===== src/logic/ahds_pkg.sv =====
// Package: constants and types of the axis block
package ahds_pkg;
  // Parameter numbers on the command port
  localparam logic [7:0] PAR_SLOW_RUN = 8'hB7;
  localparam logic [7:0] PAR_RAND_OFF = 8'hB8;
  localparam logic [7:0] PAR_HOME_MODE = 8'hC1;
  localparam logic [7:0] PAR_COARSE_SPD = 8'hC2;
  localparam logic [7:0] PAR_FINE_SPD = 8'hC3;
  localparam logic [7:0] PAR_SWITCH_SPAN = 8'hC4;
  localparam logic [7:0] PAR_LAST_HOME = 8'hC5;
  localparam logic [7:0] PAR_BOOST = 8'hC8;
  localparam logic [7:0] PAR_FREEWHEEL = 8'hCC;
  localparam logic [7:0] PAR_LOAD = 8'hCE;
  localparam logic [7:0] PAR_EXT_ERROR = 8'hCF;
  localparam logic [7:0] PAR_DRV_STATUS = 8'hD0;
  localparam logic [7:0] PAR_GROUP = 8'hD5;
  localparam logic [7:0] PAR_STANDBY_DLY = 8'hD6;
  // Values after reset
  localparam logic [7:0] SLOW_RUN_RST = 8'h00;
  localparam logic [7:0] HOME_MODE_RST = 8'h01;
  localparam logic [10:0] SPEED_RST = 11'h000;
  localparam logic [7:0] BOOST_RST = 8'h00;
  localparam logic [15:0] FREEWHEEL_RST = 16'h0000;
  localparam logic [7:0] GROUP_RST = 8'h00;
  localparam logic [15:0] STANDBY_DLY_RST = 16'h00C8;
  // Homing mode fields
  localparam int HOME_INV_BIT = 7;
  localparam int RIGHT_SEL_BIT = 6;
  localparam logic [5:0] MODE_LEFT_ONLY = 6'h01;
  localparam logic [5:0] MODE_RIGHT_LEFT = 6'h02;
  localparam logic [5:0] MODE_RIGHT_LEFT_BOTH = 6'h03;
  localparam logic [5:0] MODE_LEFT_BOTH = 6'h04;
  localparam logic [5:0] MODE_HOME_NEG_REV = 6'h05;
  localparam logic [5:0] MODE_HOME_POS_REV = 6'h06;
  localparam logic [5:0] MODE_HOME_POS = 6'h07;
  localparam logic [5:0] MODE_HOME_NEG = 6'h08;
  // Driver status bit positions
  localparam int ST_STALL = 0;
  localparam int ST_OVERTEMP = 1;
  localparam int ST_PREWARN = 2;
  localparam int ST_SHORT_A = 3;
  localparam int ST_SHORT_B = 4;
  localparam int ST_OPEN_A = 5;
  localparam int ST_OPEN_B = 6;
  localparam int ST_STANDSTILL = 7;
  // Timing: delay unit and standstill window
  localparam int CLK_MHZ = 200;
  localparam int DELAY_UNIT_MS = 10;
  localparam int TICK_CYCLES_DEF = DELAY_UNIT_MS * 1000 * CLK_MHZ;
  localparam int STANDSTILL_CYCLES_DEF = 1 << 20;
  // Motion commands
  typedef enum logic [2:0] {
    CMD_NONE = 3'h0,
    CMD_ROTATE_RIGHT = 3'h1,
    CMD_ROTATE_LEFT = 3'h2,
    CMD_MOTOR_STOP = 3'h3,
    CMD_MOVE_TO_POSITION = 3'h4,
    CMD_REFERENCE_SEARCH = 3'h5
  } ahds_cmd_t;
  // Homing states, Gray along the search path
  typedef enum logic [2:0] {
    HS_IDLE = 3'h0,
    HS_FIRST = 3'h1,
    HS_SEEK = 3'h3,
    HS_FINE = 3'h2,
    HS_BACK = 3'h6,
    HS_CLEAR = 3'h7
  } ahds_state_t;
endpackage : ahds_pkg


===== src/logic/ahds_axis_ctrl.sv =====
// Axis parameter set: current selection, homing sequencer, delays, status and grouping
`timescale 1ns/1ps
module ahds_axis_ctrl #(
  parameter int TICK_CYCLES = ahds_pkg::TICK_CYCLES_DEF,
  parameter int STANDSTILL_CYCLES = ahds_pkg::STANDSTILL_CYCLES_DEF
) (
  // Clock and reset
  input wire logic clk,
  input wire logic arst_n,
  // Parameter command port
  input wire logic parCmdValid,
  input wire logic parCmdWrite,
  input wire logic [7:0] parCmdNum,
  input wire logic [31:0] parCmdData,
  output logic parRespValid,
  output logic [31:0] parRespData,
  output logic parRespRejected,
  // Motion commands for this axis and from other axes
  input wire logic motionCmdValid,
  input wire ahds_pkg::ahds_cmd_t motionCmdOp,
  input wire logic peerCmdValid,
  input wire ahds_pkg::ahds_cmd_t peerCmdOp,
  input wire logic [7:0] peerGroupIndex,
  output logic motionApplyValid,
  output ahds_pkg::ahds_cmd_t motionApplyOp,
  output logic [7:0] groupIndex,
  // Motion state and switches
  input wire logic [10:0] actualSpeed,
  input wire logic accelerating,
  input wire logic [31:0] actualPosition,
  input wire logic stepPulse,
  input wire logic leftStopSw,
  input wire logic rightStopSw,
  input wire logic homeSw,
  // Driver condition inputs
  input wire logic drvStall,
  input wire logic drvOverTemp,
  input wire logic drvPreWarn,
  input wire logic drvShortA,
  input wire logic drvShortB,
  input wire logic drvOpenA,
  input wire logic drvOpenB,
  input wire logic [9:0] loadValue,
  input wire logic stallError,
  // Current settings held outside this block
  input wire logic [7:0] maxCurrent,
  input wire logic [7:0] standbyCurrent,
  input wire logic [10:0] adaptThresholdSpeed,
  // Drive outputs
  output logic [7:0] coilCurrent,
  output logic adaptiveEnable,
  output logic chopperOffTimeRandom,
  output logic powerCut,
  output logic standbyActive,
  // Homing outputs
  output logic homingActive,
  output logic [10:0] homingSpeed,
  output logic homingDirPos,
  output logic positionClear
);

  // All block state
  typedef struct packed {
    logic [1:0] rstSync;
    logic [7:0] slowRun;
    logic randOff;
    logic [7:0] homeMode;
    logic [10:0] coarseSpd;
    logic [10:0] fineSpd;
    logic [31:0] span;
    logic [31:0] lastHome;
    logic [7:0] boost;
    logic [15:0] freeDelay;
    logic [9:0] load;
    logic errFlag;
    logic [7:0] status;
    logic [7:0] group;
    logic [15:0] standbyDelay;
    logic [31:0] tickCnt;
    logic [31:0] quietCnt;
    logic [15:0] idleUnits;
    ahds_pkg::ahds_state_t hState;
    logic dirPos;
    logic [31:0] rightPos;
    logic respValid;
    logic [31:0] respData;
    logic respRej;
    logic applyValid;
    ahds_pkg::ahds_cmd_t applyOp;
    logic [7:0] current;
    logic adaptEn;
    logic cut;
    logic standby;
    logic [10:0] hSpeed;
    logic posClr;
    logic hActive;
  } ahds_state_s_t;

  ahds_state_s_t s_r;
  ahds_state_s_t s_nxt;

  // Next-state logic
  always_comb begin
    logic [5:0] base;
    logic invHome;
    logic rightSel;
    logic stopMode;
    logic spanMode;
    logic bothSides;
    logic refSw;
    logic ownCmd;
    logic grpCmd;
    logic applyNow;
    ahds_pkg::ahds_cmd_t applyCmd;
    logic errClr;
    logic moving;
    logic tick;
    base = s_r.homeMode[5:0];
    invHome = s_r.homeMode[ahds_pkg::HOME_INV_BIT];
    rightSel = s_r.homeMode[ahds_pkg::RIGHT_SEL_BIT];
    stopMode = (base >= ahds_pkg::MODE_LEFT_ONLY) && (base <= ahds_pkg::MODE_LEFT_BOTH);
    spanMode = (base == ahds_pkg::MODE_RIGHT_LEFT) || (base == ahds_pkg::MODE_RIGHT_LEFT_BOTH);
    bothSides = (base == ahds_pkg::MODE_RIGHT_LEFT_BOTH) || (base == ahds_pkg::MODE_LEFT_BOTH);
    ownCmd = motionCmdValid && (motionCmdOp != ahds_pkg::CMD_NONE);
    grpCmd = peerCmdValid && (peerCmdOp != ahds_pkg::CMD_NONE) && (s_r.group != 8'h00)
      && (peerGroupIndex == s_r.group);
    applyNow = ownCmd || grpCmd;
    applyCmd = ownCmd ? motionCmdOp : peerCmdOp;
    errClr = 1'b0;
    moving = actualSpeed != 11'h000;
    tick = s_r.tickCnt >= 32'(TICK_CYCLES - 1);
    s_nxt = s_r;
    s_nxt.rstSync = {s_r.rstSync[0], 1'b1};
    // Reference switch: home with polarity, or stop switch
    if (stopMode) begin
      refSw = rightSel ? rightStopSw : leftStopSw;
    end else begin
      refSw = homeSw ^ invHome;
    end
    // One-cycle outputs default low
    s_nxt.respValid = 1'b0;
    s_nxt.respRej = 1'b0;
    s_nxt.applyValid = applyNow;
    s_nxt.applyOp = applyNow ? applyCmd : ahds_pkg::CMD_NONE;
    s_nxt.posClr = 1'b0;
    // Parameter access
    if (parCmdValid) begin
      s_nxt.respValid = 1'b1;
      s_nxt.respData = 32'h0;
      if (parCmdWrite) begin
        unique case (parCmdNum)
          ahds_pkg::PAR_SLOW_RUN: s_nxt.slowRun = parCmdData[7:0];
          ahds_pkg::PAR_RAND_OFF: s_nxt.randOff = parCmdData[0];
          ahds_pkg::PAR_HOME_MODE: s_nxt.homeMode = parCmdData[7:0];
          ahds_pkg::PAR_COARSE_SPD: s_nxt.coarseSpd = parCmdData[10:0];
          ahds_pkg::PAR_FINE_SPD: s_nxt.fineSpd = parCmdData[10:0];
          ahds_pkg::PAR_BOOST: s_nxt.boost = parCmdData[7:0];
          ahds_pkg::PAR_FREEWHEEL: s_nxt.freeDelay = parCmdData[15:0];
          ahds_pkg::PAR_GROUP: s_nxt.group = parCmdData[7:0];
          ahds_pkg::PAR_STANDBY_DLY: s_nxt.standbyDelay = parCmdData[15:0];
          // Read-only or unknown: nothing stored
          default: s_nxt.respRej = 1'b1;
        endcase
      end else begin
        unique case (parCmdNum)
          ahds_pkg::PAR_SLOW_RUN: s_nxt.respData = 32'(s_r.slowRun);
          ahds_pkg::PAR_RAND_OFF: s_nxt.respData = 32'(s_r.randOff);
          ahds_pkg::PAR_HOME_MODE: s_nxt.respData = 32'(s_r.homeMode);
          ahds_pkg::PAR_COARSE_SPD: s_nxt.respData = 32'(s_r.coarseSpd);
          ahds_pkg::PAR_FINE_SPD: s_nxt.respData = 32'(s_r.fineSpd);
          ahds_pkg::PAR_SWITCH_SPAN: s_nxt.respData = s_r.span;
          ahds_pkg::PAR_LAST_HOME: s_nxt.respData = s_r.lastHome;
          ahds_pkg::PAR_BOOST: s_nxt.respData = 32'(s_r.boost);
          ahds_pkg::PAR_FREEWHEEL: s_nxt.respData = 32'(s_r.freeDelay);
          ahds_pkg::PAR_LOAD: s_nxt.respData = 32'(s_r.load);
          ahds_pkg::PAR_EXT_ERROR: begin
            s_nxt.respData = 32'(s_r.errFlag);
            errClr = 1'b1;
          end
          ahds_pkg::PAR_DRV_STATUS: s_nxt.respData = 32'(s_r.status);
          ahds_pkg::PAR_GROUP: s_nxt.respData = 32'(s_r.group);
          ahds_pkg::PAR_STANDBY_DLY: s_nxt.respData = 32'(s_r.standbyDelay);
          default: s_nxt.respRej = 1'b1;
        endcase
      end
    end
    // Error flag: a stall in the clearing cycle still sets it
    if (applyNow) begin
      errClr = 1'b1;
    end
    s_nxt.errFlag = stallError | (s_r.errFlag & ~errClr);
    // Load readout follows the driver
    s_nxt.load = loadValue;
    // Standstill window counter, restarted by each step
    if (stepPulse) begin
      s_nxt.quietCnt = 32'h0;
    end else if (s_r.quietCnt < 32'(STANDSTILL_CYCLES)) begin
      s_nxt.quietCnt = s_r.quietCnt + 32'h1;
    end
    // Driver status snapshot
    s_nxt.status[ahds_pkg::ST_STALL] = drvStall;
    s_nxt.status[ahds_pkg::ST_OVERTEMP] = drvOverTemp;
    s_nxt.status[ahds_pkg::ST_PREWARN] = drvPreWarn;
    s_nxt.status[ahds_pkg::ST_SHORT_A] = drvShortA;
    s_nxt.status[ahds_pkg::ST_SHORT_B] = drvShortB;
    s_nxt.status[ahds_pkg::ST_OPEN_A] = drvOpenA;
    s_nxt.status[ahds_pkg::ST_OPEN_B] = drvOpenB;
    s_nxt.status[ahds_pkg::ST_STANDSTILL] = s_r.quietCnt >= 32'(STANDSTILL_CYCLES);
    // Delay unit prescaler and idle unit counter
    s_nxt.tickCnt = tick ? 32'h0 : s_r.tickCnt + 32'h1;
    if (moving) begin
      s_nxt.idleUnits = 16'h0000;
    end else if (tick && (s_r.idleUnits != 16'hFFFF)) begin
      s_nxt.idleUnits = s_r.idleUnits + 16'h0001;
    end
    s_nxt.cut = !moving && (s_r.freeDelay != 16'h0000) && (s_r.idleUnits >= s_r.freeDelay);
    s_nxt.standby = !moving && (s_r.idleUnits >= s_r.standbyDelay);
    // Current selection, highest priority first
    if (s_r.standby) begin
      s_nxt.current = standbyCurrent;
    end else if (accelerating) begin
      s_nxt.current = (s_r.boost == 8'h00) ? maxCurrent : s_r.boost;
    end else if (actualSpeed < adaptThresholdSpeed) begin
      s_nxt.current = s_r.slowRun;
    end else begin
      s_nxt.current = maxCurrent;
    end
    s_nxt.adaptEn = actualSpeed > adaptThresholdSpeed;
    // Homing sequencer
    unique case (s_r.hState)
      ahds_pkg::HS_IDLE: begin
        if (applyNow && (applyCmd == ahds_pkg::CMD_REFERENCE_SEARCH)) begin
          if (spanMode) begin
            s_nxt.hState = ahds_pkg::HS_FIRST;
            s_nxt.dirPos = 1'b1;
          end else begin
            s_nxt.hState = ahds_pkg::HS_SEEK;
            // Stop modes head for their switch
            s_nxt.dirPos = stopMode ? rightSel
              : ((base == ahds_pkg::MODE_HOME_POS_REV) || (base == ahds_pkg::MODE_HOME_POS));
          end
        end
      end
      ahds_pkg::HS_FIRST: begin
        // Right stop switch first, remember where it was
        if (rightStopSw) begin
          s_nxt.rightPos = actualPosition;
          s_nxt.hState = ahds_pkg::HS_SEEK;
          s_nxt.dirPos = rightSel;
        end
      end
      ahds_pkg::HS_SEEK: begin
        if (refSw) begin
          s_nxt.hState = ahds_pkg::HS_FINE;
          s_nxt.dirPos = !s_r.dirPos;
        end else if ((base == ahds_pkg::MODE_HOME_NEG_REV) && leftStopSw && !s_r.dirPos) begin
          s_nxt.dirPos = 1'b1;
        end else if ((base == ahds_pkg::MODE_HOME_POS_REV) && rightStopSw && s_r.dirPos) begin
          s_nxt.dirPos = 1'b0;
        end
      end
      ahds_pkg::HS_FINE: begin
        // Slowly leave the switch to find its edge
        if (!refSw) begin
          if (bothSides) begin
            s_nxt.hState = ahds_pkg::HS_BACK;
            s_nxt.dirPos = !s_r.dirPos;
          end else begin
            s_nxt.hState = ahds_pkg::HS_CLEAR;
          end
        end
      end
      ahds_pkg::HS_BACK: begin
        // Approach the edge again from the other side
        if (refSw) begin
          s_nxt.hState = ahds_pkg::HS_CLEAR;
        end
      end
      ahds_pkg::HS_CLEAR: begin
        s_nxt.lastHome = actualPosition;
        s_nxt.posClr = 1'b1;
        if (spanMode) begin
          s_nxt.span = s_r.rightPos - actualPosition;
        end
        s_nxt.hState = ahds_pkg::HS_IDLE;
      end
      default: s_nxt.hState = ahds_pkg::HS_IDLE;
    endcase
    // Any other command aborts the search
    if (applyNow && (applyCmd != ahds_pkg::CMD_REFERENCE_SEARCH) && (s_r.hState != ahds_pkg::HS_IDLE)) begin
      s_nxt.hState = ahds_pkg::HS_IDLE;
    end
    // Search speed per phase
    unique case (s_nxt.hState)
      ahds_pkg::HS_FIRST, ahds_pkg::HS_SEEK: s_nxt.hSpeed = s_r.coarseSpd;
      ahds_pkg::HS_FINE, ahds_pkg::HS_BACK: s_nxt.hSpeed = s_r.fineSpd;
      default: s_nxt.hSpeed = 11'h000;
    endcase
    s_nxt.hActive = s_nxt.hState != ahds_pkg::HS_IDLE;
    // Synchronous part of reset
    if (!s_r.rstSync[1]) begin
      s_nxt = '0;
      s_nxt.rstSync = {s_r.rstSync[0], 1'b1};
      s_nxt.slowRun = ahds_pkg::SLOW_RUN_RST;
      s_nxt.homeMode = ahds_pkg::HOME_MODE_RST;
      s_nxt.coarseSpd = ahds_pkg::SPEED_RST;
      s_nxt.fineSpd = ahds_pkg::SPEED_RST;
      s_nxt.boost = ahds_pkg::BOOST_RST;
      s_nxt.freeDelay = ahds_pkg::FREEWHEEL_RST;
      s_nxt.group = ahds_pkg::GROUP_RST;
      s_nxt.standbyDelay = ahds_pkg::STANDBY_DLY_RST;
    end
  end

  // State register; asynchronous reset clears everything
  always_ff @(posedge clk or negedge arst_n) begin
    if (!arst_n) begin
      s_r <= '0;
    end else begin
      s_r <= s_nxt;
    end
  end

  // Outputs straight from state
  assign parRespValid = s_r.respValid;
  assign parRespData = s_r.respData;
  assign parRespRejected = s_r.respRej;
  assign motionApplyValid = s_r.applyValid;
  assign motionApplyOp = s_r.applyOp;
  assign groupIndex = s_r.group;
  assign coilCurrent = s_r.current;
  assign adaptiveEnable = s_r.adaptEn;
  assign chopperOffTimeRandom = s_r.randOff;
  assign powerCut = s_r.cut;
  assign standbyActive = s_r.standby;
  assign homingActive = s_r.hActive;
  assign homingSpeed = s_r.hSpeed;
  assign homingDirPos = s_r.dirPos;
  assign positionClear = s_r.posClr;

endmodule : ahds_axis_ctrl


===== config.mk =====
export PLATFORM = sky130hd
export DESIGN_NAME = ahds_axis_ctrl
export DESIGN_NICKNAME = d
export VERILOG_FILES = /design/src/logic/ahds_pkg.sv /design/src/logic/ahds_axis_ctrl.sv
export SDC_FILE = /design/constraint.sdc
export NUM_CORES = 1
export LEC_CHECK = 0
export BUFFER_PORTS_ARGS = -buffer_cell sky130_fd_sc_hd__buf_2
export CAP_MARGIN = 20
export CELL_PAD_IN_SITES_DETAIL_PLACEMENT = 1
export CELL_PAD_IN_SITES_GLOBAL_PLACEMENT = 2
export CORE_AREA = 2 2 257 259
export DETAILED_ROUTE_END_ITERATION = 10
export DIE_AREA = 0 0 259 261
export GPL_TIMING_DRIVEN = 0
export PLACE_DENSITY_LB_ADDON = 0.08
export SYNTH_ARGS = -nofsm -noshare
export SYNTH_HDL_FRONTEND = slang
export SYNTH_SLANG_ARGS = --single-unit

===== constraint.sdc =====
create_clock -name clk -period 4.6 [get_ports clk]
set_input_delay 0.92 -clock clk [delete_from_list [all_inputs] [get_ports clk]]
set_output_delay 0.92 -clock clk [all_outputs]
set_load 0.02 [all_outputs]

Word level (Yosys, flattened, before mapping)

Cells that the tools add are included.

Flip-flop bits (word level): 350
Bits of input ports: 153

Add/sub/neg operators: 4
$lt $le $gt $ge: 9
Equal/unequal tests: 56
Multiplexer cells: 59
Bitwise logic cells: 4
Reduce and logical (&&, ||, !) cells: 47

Operators by type and width:

| kind                  | number |
|---|---|
| $pmux 32 s14          | 1 |
| $mux 348              | 1 |
| $mux 32               | 6 |
| $eq 8x8->1 const B    | 14 |
| $mux 24               | 4 |
| $mux 39               | 2 |
| $add 32x1->32 const B | 2 |
| $ge 32x21->1 const B  | 2 |
| $mux 16               | 4 |
| $mux 64               | 1 |
| $mux 8                | 8 |
| $mux 36               | 1 |
| $mux 34               | 1 |
| $ge 16x16->1          | 2 |
| $lt 32x21->1 const B  | 1 |
| $sub 32x32->32        | 1 |
| $reduce_and 3->1      | 9 |
| $eq 6x3->1 const B    | 4 |
| $ne 2x1->1 const B    | 12 |
| $mux 11               | 2 |
| $pmux 11 s2           | 1 |
| $mux 3                | 6 |
| $mux 1                | 17 |
| $add 16x1->16 const B | 1 |
| 37 further kinds      | 76 |

Longest topological paths before layout

Gate-level depths: netlist (run 1).

Depth in word-level cells: 13
Mapped depth: 14

Worst setup path before layout (run 1)

Ideal clock, no wire load.

Kind: input-to-reg
Start point: input actualPosition[0]
End point: register s_r[303] (netlist name)
Arrival: 3.056 ns
Data required time: 4.479 ns
Path slack: 1.423 ns
Stages: 13
Path through: ha_1 > inv_1 > fa_1 > a21oi_1 > o22ai_1 > o31ai_2 > nor2_1 > nand4_1 > nand3_1 > a41oi_1 > nor2_1 > xor2_1 > a22o_1

Cells in the longest elaborated chain, start to end: 4

Ends and longest elaborated chain:

| item                   | line                  | RTL |
|---|---|---|
| start: declaration     | ahds_axis_ctrl.sv:30  | `input wire logic [31:0] actualPosition,` |
| $sub 32x32->32         | ahds_axis_ctrl.sv:283 | `s_nxt.span = s_r.rightPos - actualPosition;` |
| $mux 32                | ahds_axis_ctrl.sv:282 | `if (spanMode) begin` |
| $mux 64                | ahds_axis_ctrl.sv:230 | `unique case (s_r.hState)` |
| $mux 348               | ahds_axis_ctrl.sv:301 | `if (!s_r.rstSync[1]) begin` |
| end signal: assignment | ahds_axis_ctrl.sv:320 | `s_r <= s_nxt;` |
| end: declaration       | ahds_axis_ctrl.sv:99  | `ahds_state_s_t s_r;` |

Every way passes these cells. The select of a mux whose other input is x is not followed.
A chain may end at the register's enable or synchronous reset.

==> impl_metrics.tcl, run 1 <==
set metrics [dict create \
    cp_slowest_cell "nor4_1" \
    antenna_left 0 \
    p_clk_share_pct 49.8 \
    die_h_um 261 \
    wire_per_inst_um 21.9 \
    drt_iter0_markers 851 \
    path_buf_inv 1 \
    synth_area_um2 19200 \
    finalPower_uw 7500 \
    insertion_delay_ns 0.59 \
    hp-class "in -> async" \
    drc 0 \
    wl_um 71700 \
    clkTransAtPathRegs_ns 0.06 \
    finalHoldViolations 0 \
    slew_headroom_pct 21.9 \
    grt_pass1_vias 17293 \
    cp.arrival_ns 4.18 \
    holdWs_ns 0.293 \
    cts_tree "yes" \
    core.rowCount 94 \
    ys_seq_elements 350 \
    dr_wl_met3_um 2860 \
    wl_met2_um 32800 \
    routedLengthMet1_um 34100 \
    cts.htree.levels 2 \
    yosysUniqueCellTypes 88 \
    clock-sinks 350 \
    ctsResizeCount 0 \
    syn-mean-instance-area_um2 9.13 \
    min_period_over_period_pct 81.2 \
    vdd_drop_max_mv 0.246 \
    die_area_um2 67600 \
    grt_remaining_overflow 0 \
    critPathMaxStageDelay_ns 0.68 \
    intPower_uw 5600 \
    cts_inserted_buffers 46 \
    synth_ff_type "dfrtp_1" \
    power_leakage_uw 0.0104 \
    power_frac_seq_pct 41.8 \
    grt_use_total_pct 21.2 \
    maxUsedRoutingLayer "met5" \
    fin_nets 2599 \
    synth-seq-area-share_pct 45.5 \
    period_minus_slack_ns 3.73 \
    cp_cell_sequence "nor4_1 > a21oi_1 > o2111ai_1 > a21oi_1 > a21oi_1 > o21ai_1 > nor2_1 > clkbuf_1 > nand3_1 > o31ai_1" \
    synthArstFlopShare_pct 100 \
    grt_first_pass_wirelength_um 108000 \
    cpLargestDelayFamily "simple AND/OR/NAND/NOR gates" \
    cts_hold_buf 0 \
    status "complete, no violations" \
    die_w_um 259 \
    critPathKind "reg -> reg" \
    crit_top_cell "a21oi_1" \
    end_kind "flop" \
    finalMaxSlewViolations 0 \
    area_delta_synth_final_pct 19.7 \
    start_kind "flop" \
    net-switching-power_uw 1910 \
    antenna_found_initial 8 \
    p_comb_share_pct 8.4 \
    tightest_slew_ns 1.17 \
    core_um2 65000 \
    rsz0062_at_grt "false" \
    place_congestion 0.827 \
    cts_setup_buffers 0 \
    postSynthCellCount 2106 \
    layout-drive-gt1-share_pct 16.2 \
    clock-root-buffer "clkbuf_16" \
    io_buffers 196 \
    required_ns 5.05 \
    drtPass1Iterations 6 \
    synth_edf_count 0 \
    cellPowerDensity_nw_per_um2 326 \
    setup_viol 0 \
    cts_buffer_depth 3 \
    viasPerCell 4.97 \
    dr_total_vias 16220 \
    io_pins 225 \
    max_freq_mhz 268 \
    start_util_pct 29.6 \
    hpwl_um 54300 \
    grt_max_degree 108 \
    drv_cap 0 \
    yosysWarnings 0 \
    cp_max_fo 10 \
    skew_ns 0.0170 \
    netSwitchingFraction_pct 25.4 \
]
final timing paths:
kind,start,endpoint,slack [ns],cells past startpoint
setup reg to reg,groupIndex[5]$_DFFE_PN0P_,homingSpeed[10]$_DFF_PN0_,0.87,10
max in group asynchronous,arst_n,motionApplyOp[2]$_DFF_PN0_,2.82,3
setup / recovery,groupIndex[5]$_DFFE_PN0P_,homingSpeed[10]$_DFF_PN0_,0.87,10
min in group clk,s_r[348]$_DFF_PN0_,s_r[349]$_DFF_PN0_,0.35,0
hold reg to reg,s_r[348]$_DFF_PN0_,s_r[349]$_DFF_PN0_,0.35,0
hold / removal,arst_n,s_r[160]$_DFF_PN0_,0.29,1
flip-flops by register name, summed over array words and instances, names as in the netlist:
name / cells
groupIndex: 8
parRespValid: 1
positionClear: 1
standbyActive: 1
homingDirPos: 1
chopperOffTimeRandom: 1
parRespData: 32
homingActive: 1
motionApplyValid: 1
homingSpeed: 11
parRespRejected: 1
s_r: 278
coilCurrent: 8
motionApplyOp: 3
powerCut: 1
adaptiveEnable: 1
cell usage after synthesis (19+ instances only):
library cell  instances  area share (%)
a21boi_0            123             4.8
a21boi_1             25            0.98
a21o_1               29             1.1
a21oi_1              69             1.8
a222oi_1             24             1.2
a22oi_1              39             1.5
and2_1               30            0.98
and3_1               24            0.78
buf_4                65             2.5
clkbuf_1             97             1.9
dfrtp_1             350              46
ha_1                 78             5.1
inv_1               103             2.0
nand2_1             421             8.2
nand3_1              70             1.8
nand4_1              19            0.62
nor2_1              124             2.4
o21ai_0              49             1.3
o21ai_1              41             1.1
xnor2_1              34             1.5
xor2_1               51             2.3
power by group through the flow:
stage | Combinational, uW | Clock [uW] | Sequential (uW)
after floorplan | 315 | 0 | 3190
after global placement | 625 | 0 | 3190
after detailed placement | 640 | 0 | 3190
after CTS | 642 | 3860 | 3130
after global routing | 697 | 3970 | 3140
final | 629 | 3740 | 3130
per-layer routing:
metal / global-route usage [%] / up-vias
met5: 0 / -
met4: 5.81 / 10
met3: 3.60 / 91
met2: 34.2 / 300
met1: 29.2 / 8110
li1: - / 7709
metrics by stage:
stage	setup WS (ns)	cell area [um2]	util, %	cells	TNS, ns
after global placement	-5.00	21300	32.8	3176	-1724.78
after CTS	0.496	23000	35.4	3262	0
final	0.866	23000	35.4	3265	0
after floorplan	1.42	19300	-	2116	0
after global routing	0.524	23000	35.4	3265	0
after detailed placement	0.0913	21500	33.0	3181	0
logic make-up after synthesis:
family | after synthesis | share of synthesized area, %
AND/OR/NAND/NOR | 782 | 18.3
AO/OA/AOI/OAI | 505 | 18.8
flip-flops | 350 | 45.5
buffers and inverters | 280 | 6.95
XOR/XNOR | 85 | 3.87
adder cells (fa/ha/maj) | 79 | 5.18
multiplexers | 23 | 1.27
other | 2 | 0.0390
layout make-up:
class / instances / area [um2]
fillers: 7596 / 42000
multi-input cells: 1486 / 9180
flip-flops and latches: 350 / 8760
clock buffers: 64 / 1360
repair buffers: 203 / 1110
well taps: 864 / 1080
plain buffers: 176 / 946
inverters: 104 / 390
clock inverters: 17 / 190
diodes: 1 / 2.50
cell usage in the layout (no fill, tap or decap), types with 9 or more instances in the layout:
cell       instances
nor2_1           124
clkbuf_1         104
o211ai_1          10
nand2b_1          11
clkinv_2          11
a31oi_1            9
a222oi_1          24
buf_2            204
xor2_1            51
and3_1            24
a21boi_0         123
clkbuf_16         49
a21o_1            29
a21boi_1          25
ha_1              78
xnor2_1           34
o31ai_1           16
nand4_1           19
nor3_1            13
nor2b_1           16
dfrtp_1          350
nand3_1           70
buf_4             65
conb_1            12
a22oi_1           39
inv_1            103
and2_1            30
o21ai_0           49
o21ai_1           41
nor4_1            13
a21oi_1           69
mux2i_1           13
nand2_1          421
(Power assumes the default switching activity.)
==> run 2, diff against run 1 <==
- clock period: 4.6 -> 3.3 ns (I/O delays scaled with it)
==> impl_metrics.tcl, run 2 (synthesis results as in run 1) <==
set metrics [dict create \
    status "complete, no violations" \
    wl_um 71700 \
    cts.htree.levels 2 \
    end_kind "flop" \
    core_um2 65000 \
    grt_max_degree 108 \
    routedLengthMet1_um 34000 \
    start_util_pct 29.6 \
    io_pins 225 \
    slew_headroom_pct 22.3 \
    power_leakage_uw 0.0104 \
    area_delta_synth_final_pct 20.1 \
    cts_inserted_buffers 46 \
    dp.cells 3181 \
    largest_reg_flops 278 \
    grt_remaining_overflow 0 \
    required_ns 3.74 \
    fin_area_um2 23100 \
    holdWs_ns 0.0340 \
    layout-drive-gt1-share_pct 16.7 \
    core.rowCount 94 \
    grt_first_pass_wirelength_um 108000 \
    drtPass1Iterations 5 \
    clock-sinks 350 \
    hp-class "in -> async" \
    post_dp_cell_area_um2 21500 \
    drc 0 \
    antenna_found_initial 8 \
    min_period_over_period_pct 93.9 \
    rsz0062_at_grt "false" \
    clock-root-buffer "clkbuf_16" \
    grt_pass1_vias 17297 \
    viasPerCell 4.98 \
    finalMaxSlewViolations 0 \
    utilization_pct 35.5 \
    die_w_um 259 \
    regMostFlops "s_r" \
    setup_viol 0 \
    vdd_drop_max_mv 0.342 \
    antenna_left 0 \
    critPathKind "reg -> reg" \
    cellPowerDensity_nw_per_um2 453 \
    finalPower_uw 10500 \
    max_freq_mhz 323 \
    skew_ns 0.0185 \
    cts_buffer_depth 3 \
    layout_common_cells "421 x nand2_1, 350 x dfrtp_1, 204 x buf_2" \
    io_buffers 196 \
    cp.arrival_ns 3.54 \
    grt_use_total_pct 21.2 \
    finalHoldViolations 0 \
    tightest_slew_ns 1.16 \
    insertion_delay_ns 0.59 \
    cp_max_fo 3 \
    fin_nets 2600 \
    wl_met2_um 32800 \
    period_minus_slack_ns 3.10 \
    drv_cap 0 \
    wire_per_inst_um 22.0 \
    die_area_um2 67600 \
    dr_total_vias 16280 \
    clkTransAtPathRegs_ns 0.06 \
    cts_tree "yes" \
    layout_commonest_cell "nand2_1" \
    dr_wl_met3_um 2930 \
    drt_iter0_markers 918 \
    instances_no_fill 3266 \
    maxUsedRoutingLayer "met5" \
    hpwl_um 54300 \
    die_h_um 261 \
    place_congestion 0.827 \
    start_kind "flop" \
]
run 2: cell types whose count changed in the layout (fill, tap and decap cells not counted), moves of 2 or more:
cell / delta
clkbuf_1: -2
buf_4: +2
nor2_2: +2
nor4_1: -2
nor3_1: -2
nor2_1: -2
run 2: worst paths after layout:
kind,start,end,slack [ns],depth (start not counted)
min,arst_n,s_r[160]$_DFF_PN0_,0.03,1
min in group clk,standbyCurrent[1],coilCurrent[1]$_DFF_PN0_,0.27,3
max,s_r[62]$_DFFE_PN0P_,s_r[297]$_DFFE_PN0P_,0.20,14
max reg2reg,s_r[62]$_DFFE_PN0P_,s_r[297]$_DFFE_PN0P_,0.20,14
min reg2reg,s_r[348]$_DFF_PN0_,s_r[349]$_DFF_PN0_,0.35,0
max in group asynchronous,arst_n,motionApplyOp[2]$_DFF_PN0_,1.78,3
run 2: worst max-delay path: stages, from the launching register on:
cell	delay, ns
dfrtp_1	0.37
inv_1	0.05
ha_1	0.16
inv_1	0.06
fa_1	0.40
a21oi_1	0.22
o22ai_1	0.18
o31ai_4	0.33
o21ai_1	0.20
a21oi_2	0.24
nor2b_1	0.08
o21ai_1	0.12
nand2b_1	0.12
xnor2_1	0.34
o21ai_1	0.09
run 2: stage by stage:
stage,TNS [ns],setup WS [ns]
5_1_grt,0,0.0184
4_1_cts,0,0.0000759
3_5_place_dp,-21.35,-0.949
6_report,0,0.201
3_3_place_gp,-2115.10,-6.04
2_1_floorplan,0,0.383
run 2: power by group:
part	internal [uW]	leakage (uW)	switching, uW
Sequential	4340	0.00480	28.3
Clock	3170	0.000769	2030
Combinational	291	0.00483	595
run 2: layout make-up:
type | instances | area [um2]
Timing Repair Buffer | 204 | 1120
Buffer | 176 | 951
Multi-Input combinational cell | 1486 | 9240
Tap cell | 864 | 1080
Sequential cell | 350 | 8760
Inverter | 104 | 390
Fill cell | 7585 | 41900
Clock inverter | 17 | 190
Clock buffer | 64 | 1360
Antenna cell | 1 | 2.50
run 2: repair_timing:
item / in CTS / in global routing
endpoints found under the setup margin: 25 / 26
cloned: 0 / 0
resized for setup: 7 / 8
setup buffers: 0 / 2
hold buffers: 0 / 0
hold endpoints to repair: 0 / 0
pin swaps: 1 / 3
run 2: per-layer routing:
layer	vias up	GRT usage (%)
met3	91	3.61
met4	10	5.81
met5	-	0
met1	8164	29.2
met2	306	34.2
li1	7709	-
==> run 3, diff against run 2 <==
- HOLD_SLACK_MARGIN: unset -> 0.03
- clock period: 3.3 -> 2.93 ns (I/O delays scaled with it)
==> impl_metrics.tcl, run 3 (synthesis results as in run 1) <==
set metrics [dict create \
    viasPerCell 4.99 \
    setup_tns_ns 0 \
    vdd_drop_max_mv 0.390 \
    r2r_slack_ns 0.07 \
    critPathMaxStageDelay_ns 0.37 \
    rr_worst_depth 15 \
    cts_buffer_depth 3 \
    r2r_end "s_r[305]$_DFFE_PN0P_" \
    finalMaxSlewViolations 0 \
    cp.arrival_ns 3.30 \
    rr_startpoint "s_r[62]$_DFFE_PN0P_" \
    cellPowerDensity_nw_per_um2 506 \
    status "complete, no violations" \
    cp_slowest_cell "dfrtp_1" \
    cpLargestDelayFamily "compound AO/OA/AOI/OAI gates" \
    drtPass1Iterations 5 \
    fin_nets 2608 \
    drt_iter0_markers 863 \
    layout_commonest_cell "nand2_1" \
    start_kind "flop" \
    fin_area_um2 23300 \
    start_util_pct 29.6 \
    critPathKind "reg -> reg" \
    setup_viol 0 \
    drc 0 \
    die_h_um 261 \
    min_period_over_period_pct 97.5 \
    met3_usage_pct 3.51 \
    rsz0062_at_grt "true" \
    largest_reg_flops 278 \
    die_area_um2 67600 \
    cp.depth 15 \
    drv_cap 0 \
    end_kind "flop" \
    layout-drive-gt1-share_pct 18.4 \
    post_dp_cell_area_um2 21500 \
    die_w_um 259 \
    grt_pass1_vias 17346 \
    grt_max_degree 108 \
    busiest_layer "met2" \
    crit_top_cell "o31ai_2" \
    area_delta_synth_final_pct 21.4 \
    crit_path_end "s_r[305]$_DFFE_PN0P_" \
    cts_inserted_buffers 46 \
    clock-sinks 350 \
    grt_first_pass_wirelength_um 108000 \
    antenna_left 0 \
    cp_cell_sequence "inv_1 > ha_2 > inv_2 > fa_2 > a21oi_2 > o22ai_2 > o31ai_2 > buf_4 > nor2_2 > nand4_1 > nand3_2 > a41oi_4 > o31ai_2 > xnor2_1 > o21ai_1" \
    tightest_slew_ns 1.13 \
    wl_um 71900 \
    finalHoldViolations 0 \
    required_ns 3.38 \
    cts_tree "yes" \
    path_buf_inv 3 \
    slew_headroom_pct 24.0 \
    core.rowCount 94 \
    io_pins 225 \
    antenna_found_initial 8 \
    wire_per_inst_um 22.0 \
    cts.htree.levels 2 \
    grt_use_total_pct 21.2 \
    core_um2 65000 \
    cp_max_fo 3 \
    hpwl_um 54300 \
    skew_ns 0.0180 \
    power_leakage_uw 0.0105 \
    layout_common_cells "420 x nand2_1, 347 x dfrtp_1, 203 x buf_2" \
    period_minus_slack_ns 2.86 \
    grt_use_met2_pct 34.3 \
    grt_use_met1_pct 29.3 \
    regMostFlops "s_r" \
    clock-root-buffer "clkbuf_16" \
    io_buffers 196 \
    place_congestion 0.827 \
    grt_remaining_overflow 0 \
    critPathLaunch "s_r[62]$_DFFE_PN0P_" \
    max_freq_mhz 350 \
    dr_total_vias 16328 \
    hp-class "in -> reg" \
    insertion_delay_ns 0.59 \
    clkTransAtPathRegs_ns 0.06 \
]
run 3: timing repair:
item                                   4_1_cts  5_1_grt
pin swaps                                    6       18
gates resized for setup                     22       43
setup endpoints to repair                   91       72
setup buffers                                5        6
hold buffers                                 1        0
cloned                                       0        0
endpoints found under the hold margin       28        0
run 3: worst register-to-register path, delay by kind of cell, from the launching register on:
family / cells / cell delay [ns]
AO/OA/AOI/OAI: 6 / 1.02
XOR/XNOR: 1 / 0.23
adder cells (fa/ha/maj): 2 / 0.54
buffers and inverters: 3 / 0.28
flip-flops: 1 / 0.37
AND/OR/NAND/NOR: 3 / 0.28
run 3: area by class of cell:
class / count / area, um2
fillers: 7576 / 41700
repair buffers: 213 / 1190
clock buffers: 64 / 1360
well taps: 864 / 1080
inverters: 104 / 390
diodes: 2 / 5.00
clock inverters: 17 / 190
multi-input cells: 1486 / 9400
flip-flops and latches: 350 / 8760
plain buffers: 175 / 965
run 3: power breakdown:
part | leakage [uW] | switching (uW) | internal (uW) | total, uW
Sequential | 0.00480 | 32.3 | 4890 | 4920
Combinational | 0.00495 | 684 | 340 | 1020
Clock | 0.000769 | 2290 | 3580 | 5860
Total | 0.0105 | 3000 | 8810 | 11800
run 3: worst min-delay path by stage:
stage | endpoint | slack, ns | cells after the start | start
global route | s_r[210]$_DFF_PN0_ | 0.21 | 2 | stallError
global placement | s_r[349]$_DFF_PN0_ | 0.33 | 0 | s_r[348]$_DFF_PN0_
floorplan | adaptiveEnable$_DFF_PN0_ | 0.29 | 0 | arst_n
CTS | coilCurrent[1]$_DFF_PN0_ | 0.16 | 3 | standbyCurrent[1]
finish | coilCurrent[1]$_DFF_PN0_ | 0.20 | 3 | standbyCurrent[1]
detailed placement | s_r[349]$_DFF_PN0_ | 0.34 | 0 | s_r[348]$_DFF_PN0_
run 3: layer usage:
layer / vias up / wire (um)
met1: 8200 / 33900
met5: - / 73
met3: 91 / 3030
met2: 300 / 33000
li1: 7727 / -
met4: 10 / 1840
run 3: through the flow:
step	cells	total power, uW	util (%)	setup WS [ns]	hold WS [ns]
detailed placement	3181	6010	33.0	-1.24	0.336
global placement	3176	5990	32.8	-6.34	0.332
floorplan	2116	5500	-	0.0867	0.290
finish	3275	11800	35.9	0.0729	0.196
global route	3274	12300	35.9	-0.0742	0.205
CTS	3268	12000	35.6	-0.0927	0.165
